[src/hw/ilgms_pkg.sv]
// Package with register map, reset values and carriers for the lock gate and monitor select bank.
package ilgms_pkg;
  localparam int ADDR_W = 8;
  localparam int INPUTS = 14;
  localparam int UPPER_FIRST = 8;
  localparam int UPPER_COUNT = 6;
  localparam logic [7:0] REMOTE_VALID_MASK_UPPER_IDX = 8'h31;
  localparam logic [7:0] MONITOR_LOOP_SOURCE_SELECT_IDX = 8'h33;
  localparam logic [7:0] REMOTE_VALID_MASK_UPPER_RESET = 8'h3f;
  localparam logic [7:0] MONITOR_LOOP_SOURCE_SELECT_RESET = 8'h0f;
  localparam logic [3:0] SEL_NONE_LOW = 4'h0;
  localparam logic [3:0] SEL_NONE_HIGH = 4'hf;
  localparam logic [3:0] SEL_FIRST = 4'h1;
  localparam logic [3:0] SEL_LAST = 4'he;

  typedef struct packed {
    logic [5:0] lock_allowed;
    logic [3:0] monitor_code;
  } ilgms_cfg_s;
endpackage

[src/hw/ilgms_regs.sv]
// Storage of the two configuration registers with registered read data.
`timescale 1ns/1ps
module ilgms_regs (
  input wire logic sys_clk,
  input wire logic reset,
  input wire logic wr_mask,
  input wire logic wr_sel,
  input wire logic [7:0] wr_data,
  input wire logic rd_en,
  input wire logic [7:0] rd_addr,
  output ilgms_pkg::ilgms_cfg_s cfg,
  output logic [7:0] rd_data
);
  ilgms_pkg::ilgms_cfg_s next_cfg;
  logic [7:0] next_rd_data;

  always_comb begin
    next_cfg = cfg;
    next_rd_data = rd_data;
    if (wr_mask) begin
      next_cfg.lock_allowed = wr_data[5:0];
    end
    if (wr_sel) begin
      next_cfg.monitor_code = wr_data[3:0];
    end
    if (rd_en) begin
      if (rd_addr == ilgms_pkg::REMOTE_VALID_MASK_UPPER_IDX) begin
        next_rd_data = {2'h0, cfg.lock_allowed};
      end else if (rd_addr == ilgms_pkg::MONITOR_LOOP_SOURCE_SELECT_IDX) begin
        next_rd_data = {4'h0, cfg.monitor_code};
      end else begin
        next_rd_data = 8'h00;
      end
    end
  end

  always_ff @(posedge sys_clk or posedge reset) begin
    if (reset) begin
      cfg.lock_allowed <= ilgms_pkg::REMOTE_VALID_MASK_UPPER_RESET[5:0];
      cfg.monitor_code <= ilgms_pkg::MONITOR_LOOP_SOURCE_SELECT_RESET[3:0];
      rd_data <= 8'h00;
    end else begin
      cfg <= next_cfg;
      rd_data <= next_rd_data;
    end
  end
endmodule // ilgms_regs

[src/hw/ilgms_top.sv]
// Wishbone register bank gating lock eligibility and selecting the monitor loop source.
//
// Chosen here: the Wishbone register port.
`timescale 1ns/1ps
// Functional notes
// - Mask bits 5..0 gate inputs fourteen..nine.
// - Eligible needs internal validity, plus the mask bit for inputs fourteen..nine.
// - Mask register resets to 0x3f.
// - Select register low nibble, resets 0x0f.
// - Codes 1..14 route that input; 0/15 none.
module ilgms_top (
  input wire logic sys_clk,
  input wire logic reset,
  input wire logic wb_cyc_i,
  input wire logic wb_stb_i,
  input wire logic wb_we_i,
  input wire logic [7:0] wb_adr_i,
  input wire logic [31:0] wb_dat_i,
  input wire logic [3:0] wb_sel_i,
  output logic [31:0] wb_dat_o,
  output logic wb_ack_o,
  input wire logic [13:0] input_valid,
  output logic [13:0] lock_eligible,
  output logic [13:0] monitor_route,
  output logic monitor_route_valid
);
  ilgms_pkg::ilgms_cfg_s cfg;
  logic [7:0] rd_byte;
  logic req;
  logic rd_pending;
  logic next_ack;
  logic next_rd_pending;
  logic [31:0] next_dat;
  logic [13:0] valid_meta;
  logic [13:0] valid_sync;
  logic [13:0] next_eligible;
  logic [13:0] next_route;
  logic next_route_valid;
  logic [13:0] mask_full;

  assign req = wb_cyc_i && wb_stb_i && !wb_ack_o && !rd_pending;

  ilgms_regs ilgms_regs_inst (
    .sys_clk(sys_clk),
    .reset(reset),
    .wr_mask(req && wb_we_i && wb_sel_i[0] &&
             wb_adr_i == ilgms_pkg::REMOTE_VALID_MASK_UPPER_IDX),
    .wr_sel(req && wb_we_i && wb_sel_i[0] &&
            wb_adr_i == ilgms_pkg::MONITOR_LOOP_SOURCE_SELECT_IDX),
    .wr_data(wb_dat_i[7:0]),
    .rd_en(req && !wb_we_i),
    .rd_addr(wb_adr_i),
    .cfg(cfg),
    .rd_data(rd_byte)
  );

  // Writes ack one cycle after the request, reads two (data is registered).
  always_comb begin
    next_ack = 1'b0;
    next_rd_pending = 1'b0;
    next_dat = wb_dat_o;
    if (req && wb_we_i) begin
      next_ack = 1'b1;
    end else if (req) begin
      next_rd_pending = 1'b1;
    end
    if (rd_pending) begin
      next_ack = 1'b1;
      next_dat = {24'h000000, rd_byte};
    end
  end

  // Lower inputs are always permitted here; their gate lives elsewhere.
  generate
    for (genvar i = 0; i < ilgms_pkg::INPUTS; i++) begin : g_in
      if (i < ilgms_pkg::UPPER_FIRST) begin : g_low
        assign mask_full[i] = 1'b1;
      end else begin : g_up
        assign mask_full[i] = cfg.lock_allowed[i - ilgms_pkg::UPPER_FIRST];
      end
    end
  endgenerate

  always_comb begin
    next_eligible = mask_full & valid_sync;
    next_route = 14'h0000;
    next_route_valid = 1'b0;
    if (cfg.monitor_code >= ilgms_pkg::SEL_FIRST && cfg.monitor_code <= ilgms_pkg::SEL_LAST) begin
      next_route[cfg.monitor_code - 4'h1] = 1'b1;
      next_route_valid = 1'b1;
    end
  end

  always_ff @(posedge sys_clk or posedge reset) begin
    if (reset) begin
      wb_ack_o <= 1'b0;
      rd_pending <= 1'b0;
      wb_dat_o <= 32'h00000000;
      valid_meta <= 14'h0000;
      valid_sync <= 14'h0000;
      lock_eligible <= 14'h0000;
      monitor_route <= 14'h0000;
      monitor_route_valid <= 1'b0;
    end else begin
      wb_ack_o <= next_ack;
      rd_pending <= next_rd_pending;
      wb_dat_o <= next_dat;
      valid_meta <= input_valid;
      valid_sync <= valid_meta;
      lock_eligible <= next_eligible;
      monitor_route <= next_route;
      monitor_route_valid <= next_route_valid;
    end
  end
endmodule // ilgms_top

[config.mk]
export PLATFORM = sky130hd
export DESIGN_NAME = ilgms_top
export DESIGN_NICKNAME = d
export VERILOG_FILES = /design/src/hw/ilgms_pkg.sv /design/src/hw/ilgms_regs.sv /design/src/hw/ilgms_top.sv
export SDC_FILE = /design/constraint.sdc
export NUM_CORES = 1
export LEC_CHECK = 0
export ABC_CLOCK_PERIOD_IN_PS = 5400
export BUFFER_PORTS_ARGS = -buffer_cell sky130_fd_sc_hd__buf_2
export CORE_ASPECT_RATIO = 1.75
export CORE_MARGIN = 4
export CORE_UTILIZATION = 35
export CTS_CLUSTER_DIAMETER = 30
export DETAILED_ROUTE_END_ITERATION = 6
export GPL_ROUTABILITY_DRIVEN = 0
export SLEW_MARGIN = 10
export SYNTH_ARGS = -nofsm -noshare
export SYNTH_HDL_FRONTEND = slang
export SYNTH_SLANG_ARGS = --single-unit
export TNS_END_PERCENT = 100
[constraint.sdc]
create_clock -name sys_clk -period 5.4 [get_ports sys_clk]
set_input_delay 0.81 -clock sys_clk [delete_from_list [all_inputs] [get_ports sys_clk]]
set_output_delay 0.81 -clock sys_clk [all_outputs]
set_load 0.02 [all_outputs]
### Yosys cells after proc, flatten, opt, wreduce, memory -nomap -nowiden

Cells that the tools add are included.

* register bits after elaboration: 85
* bits in latches: 0
* memory bits (writable): 0
* memory bits (read-only): 0
* bits of input ports: 63
* output and inout bits: 62
* memories: 0

* $add $sub $neg: 1
* multipliers: 0
* div/mod/pow operators: 0
* $lt $le $gt $ge: 4
* equal/unequal tests: 2
* shifts and indexed selects: 0
* multiplexer cells: 10
* bitwise logic cells: 1
* reduce and logical (&&, ||, !) cells: 13

Operator list (count)
* $eq A8 B6 Y1 const B: 2
* $and A14 B14 Y14: 1
* $mux W14: 1
* $logic_and A1 B1 Y1: 10
* $ge A4 B1 Y1 const B: 2
* $mux W8: 1
* $mux W1: 6
* $lt A4 B5 Y1 const B: 1
* $demux W1 S4: 1
* $le A4 B4 Y1 const B: 1
* $mux W4: 1
* $sub A4 B1 Y4 const B: 1
* $logic_not A1 Y1: 3

### Depth between registers and ports, before layout

* word-level depth: 6
* depth in mapped cells: 5
* depth with buffers taken out: 3

### By module

Synthesis repeated with hierarchy kept, for this count alone.

* cell total of the unflattened synthesis: 195
* area, all modules: 2897.8 sq um

Modules (own cells, without submodules)
* ilgms_top: instances 1, cells each 140, area an instance 2180.8 sq um, sequential area each 1676.6 sq um
* ilgms_regs: instances 1, cells each 55, area an instance 716.9 sq um, sequential area each 412.9 sq um

### Worst setup path before layout

OpenSTA, ideal clock, no wires.

* kind: input to register
* start: input port wb_adr_i[7]
* end: register ilgms_regs_inst.cfg[4] (netlist name)
* library setup time: 0.082 ns
* data arrival time: 1.861 ns
* slack: 3.457 ns
* stages: 5
* buffers on the path: 2
* cells stage by stage: nor4bb_1 buf_2 and4_1 buf_6 mux2_4

* cells in the longest elaborated chain, start to end: 2

Ends and longest elaborated chain
* start, declared: RTL line ilgms_top.sv:17 `input wire logic [7:0] wb_adr_i,`
* $eq A8 B6 Y1: RTL line ilgms_top.sv:47 `wb_adr_i == ilgms_pkg::REMOTE_VALID_MASK_UPPER_IDX),`
* $logic_and A1 B1 Y1: RTL line ilgms_top.sv:46 `.wr_mask(req && wb_we_i && wb_sel_i[0] &&`

No other way between the ends.
A chain may end at the register's enable or synchronous reset.

### Worst setup path in the final report

* start: input port wb_adr_i[1]
* end: register ilgms_regs_inst.cfg[8] (netlist name)

* cells in the longest elaborated chain, start to end: 2

Ends and longest elaborated chain (RTL line)
* $eq A8 B6 Y1: ilgms_top.sv:47
* $logic_and A1 B1 Y1: ilgms_top.sv:46

No other way between the ends.

==> impl.org <==
** Logic synthesis
- Synthesis inferred 81 register bits.
- By instance count, the leading cell after synthesis is sky130_fd_sc_hd__dfrtp_1.
- The cell area that synthesis handed to floorplanning was 2900 µm².
- For this run, the number of Yosys warnings is 0.
- Share of Yosys cell area claimed by the top area cell type :: 61.2%
- Counting flops with an async set or reset pin after synthesis yields a share of 100%.
- Dominant cells by area after synthesis :: sky130_fd_sc_hd__dfrtp_1 (61%), sky130_fd_sc_hd__dfstp_2 (9.1%), sky130_fd_sc_hd__buf_4 (6.7%)
- Counting distinct cell types in the post-synthesis netlist gives 31.
- Counting every instance in the synthesized netlist gives 203.
- In the synthesized netlist, the cells that appear most often are sky130_fd_sc_hd__dfrtp_1 (71), sky130_fd_sc_hd__buf_4 (26), sky130_fd_sc_hd__nor2_1 (12).
- Cell taking the most area after synthesis :: sky130_fd_sc_hd__dfrtp_1
- Mean area per synthesized cell :: 14.3 µm²
- Count of flip-flops with a built-in enable after synthesis :: 0
- Ys flop type :: sky130_fd_sc_hd__dfrtp_1
- Seq/Total Area, Yosys :: 70.3%

** Global route
- Number of antenna violations at the first check in global routing :: 0
- Leftover overflow at the end of global routing :: 0
- Via count of the first global-routing pass :: 1741
- Across every metal layer, demand over resource in global routing totals 11.5%.
- Entering global routing, the biggest net connects 82 pins.
- Wire length of the first global-routing pass :: 8450 µm

** Clock network
- Clock tree synthesis inserted a total of 9 buffers.
- Buffers added to address setup during post-CTS repair amount to 0.
- Later-pin clock latency in the skew report :: 0.33 ns
- Root buffer cell :: sky130_fd_sc_hd__clkbuf_16
- TritonCTS built the clock tree.
- Clock-pin slew was measured on the worst setup and hold paths at 0.06 ns.
- The clock passes through at most 2 buffers.
- Cells resized by post-CTS repair :: 0
- Maximum level of the CTS H-tree :: 3
- The number of hold buffers added after CTS was 0.
- Sinks on Clock Net :: 81

** STA
- Post-layout min period :: 2.00 ns
- Setup repair after global routing left no endpoint under its margin.
- In the finished design, the share of the clock period the worst path needs comes to 37.0%.
- Max-slew violation count :: 0
- Maximum clock skew at final layout :: 0.00441 ns
- Derived from the worst setup path, the maximum achievable clock frequency is 0.500 GHz.
- Final hold violation count :: 0
- Worst slew margin relative to its limit :: 34.7%
- Setup violations remaining at the end of the flow were counted as 0.
- Transition time at the pin with the least slew margin :: 0.979 ns
- Adding up every negative setup slack in the final design gives 0 ns.

** Setup path
- Register-to-register setup slack :: 3.70 ns
- CP Capture Type :: register
- Reg2reg start :: rd_pending$_DFF_PP0_
- Ordered list of cells on the worst path :: buf_2, nor4b_4, and4_1, mux2_4
- Reg2reg end :: ilgms_regs_inst.cfg[8]$_DFFE_PP1P_
- Data on the critical path is required at its endpoint by 5.65 ns.
- The critical path is of the in2reg type.
- The largest single stage delay on the critical path is 0.53 ns.
- Crit path max fanout :: 6
- STA classifies the critical path startpoint as a primary input.
- Data arrival time of the worst path :: 2.25 ns
- R2r worst-path depth :: 3
- Cell type of the slowest stage on the worst timing path :: sky130_fd_sc_hd__and4_1

** Min path
- The worst hold path belongs to the class reg2reg.
- The startpoint identified for the worst hold timing path is valid_sync[5]$_DFF_PP0_.
- Hold-critical path endpoint :: lock_eligible[5]$_DFF_PP0_
- The worst hold path was traced through 0 stages.

** Routing
- Across all layers, the routed design uses 1672 vias.
- Wire length per cell :: 14.4 µm
- Using the TritonRoute via totals, the vias-per-cell ratio works out to 4.51.
- After detailed routing, no signal wire sits above met4.
- Routed Wire Length :: 5340 µm
- Detailed-routing wirelength on met1 :: 1880 µm
- Detail Route Antenna Nets :: 0
- DRC violations left :: 0
- Sum of met3 wire segment lengths after detailed routing :: 386 µm
- Routed met2 length :: 2940 µm
- Initial DRC Count :: 74
- DRT Pass-1 Iters :: 6

** Die
- The die covers 9870 µm².
- For this configuration, the core starts out at a cell density of 36.2%.
- 125 I/O pins were placed.
- In this run the horizontal extent of the chip is 76.8 µm.
- Die Y :: 128 µm
- Rows :: 43
- Area of the placeable core :: 8020 µm²

** Pwr
- Static Leakage :: 1.78 nW
- For this design the ratio of total power to cell area is 357 nW/µm².
- After layout, the design draws a total of 1.26 mW.
- Across the VDD grid, the largest voltage drop is 0.146 mV.

** Final layout
- In the final layout, the share of cells above drive strength 1 is 42.3%.
- With fillers left out, the area of the finished cells amounts to 3530 µm².
- The layout has 732 filler cells.
- Layout overhead on the synthesized area :: 21.5%
- Number of inserted diodes :: 0
- Fin util :: 44.0%
- The final layout contains 339 nets.

** Outcome
- Result of the run :: complete, no violations

** Job
- Max-cap viol count :: 0

** Placement
- In this run the cell area measured after placement is 3240 µm².
- Port buffering added 69 buffers.
- The wire-length estimate of the detail-placed layout is 3940 µm.
==> kinds of logic (layout without fill, tap and decap cells) <==
family,Yosys count,after routing,synth area share [%]
other,1,26,0.129
buffers and inverters,41,94,8.97
AO/OA/AOI/OAI,12,12,2.67
flip-flops,81,81,70.3
multiplexers,16,16,6.98
AND/OR/NAND/NOR,52,52,11.0
==> cells in the final DEF, fill, tap and decap left out, drive strengths merged <==
cell type | synthesis | layout
clkbuf | 5 | 11
nand2 | 7 | 7
inv | 7 | 7
buf | 29 | 71
nor2 | 12 | 12
nand3b | 1 | 1
and4 | 1 | 1
or2 | 2 | 2
nor4bb | 1 | 1
conb | 1 | 26
nor2b | 1 | 1
and2 | 6 | 6
dfstp | 10 | 10
o211ai | 4 | 4
and4bb | 1 | 1
nor4b | 1 | 1
dfrtp | 71 | 71
o41ai | 2 | 2
mux2 | 16 | 16
clkinv | 0 | 3
nor4 | 1 | 1
nor3b | 4 | 4
o21ai | 6 | 6
and3b | 1 | 1
and4b | 1 | 1
nor3 | 6 | 6
clkinvlp | 0 | 2
nand4 | 6 | 6
==> flip-flops by register name, indices dropped and copies added, names as in the netlist <==
name	flops
wb_dat_o	6
lock_eligible	14
monitor_route_valid	1
ilgms_regs_inst.rd_data	6
monitor_route	14
ilgms_regs_inst.cfg	10
valid_meta	14
wb_ack_o	1
rd_pending	1
valid_sync	14
==> cell type report <==
class	instances	area (µm²)	area share (%)
inverter	7	27.5	0.780
timing repair buffer	71	360	10.2
clock inverter	5	37.5	1.06
tap	90	113	3.19
clock buffer	11	253	7.17
sequential	81	2040	57.8
multi-input combinational	106	697	19.8
==> routing by layer <==
metal  GRT usage (%)  up-vias
met5               0        -
met4            7.47        0
met3            3.57       14
met2            20.3       77
met1            11.6      816
li1                -      765
==> critical path, delay by kind of cell <==
family / cells / cell delay [ns]
buffers and inverters: 1 / 0.12
multiplexers: 1 / 0.34
AND/OR/NAND/NOR: 2 / 0.98
==> per-stage QoR <==
| step | instances | hold slack (ns) | setup WS, ns |
|---|---|---|---|
| after CTS | 371 | 0.348 | 3.40 |
| after detailed placement | 355 | 0.335 | 3.04 |
| after floorplan | 228 | 0.331 | 2.53 |
| final | 371 | 0.347 | 3.40 |
| after global routing | 371 | 0.352 | 3.31 |
| after global placement | 355 | 0.331 | 3.10 |
==> how the worst max path moves through the flow <==
| stage | from | endpoint | slack [ns] | cells past startpoint |
|---|---|---|---|---|
| after global routing | wb_adr_i[7] | ilgms_regs_inst.cfg[5]$_DFFE_PP1P_ | 3.31 | 5 |
| after CTS | wb_adr_i[7] | ilgms_regs_inst.cfg[8]$_DFFE_PP1P_ | 3.40 | 5 |
| after global placement | wb_adr_i[1] | ilgms_regs_inst.cfg[9]$_DFFE_PP1P_ | 3.10 | 4 |
| after detailed placement | wb_adr_i[7] | ilgms_regs_inst.cfg[8]$_DFFE_PP1P_ | 3.04 | 5 |
| final | wb_adr_i[1] | ilgms_regs_inst.cfg[8]$_DFFE_PP1P_ | 3.40 | 4 |
| after floorplan | reset | ilgms_regs_inst.rd_data[0]$_DFFE_PP0P_ | 2.53 | 1 |
==> power breakdown <==
group | internal [mW] | switching, mW | total [mW]
combinational | 0.0168 | 0.0450 | 0.0617
clock | 0.337 | 0.229 | 0.567
sequential | 0.623 | 0.00579 | 0.629
Power figures use the tool's default switching activity.
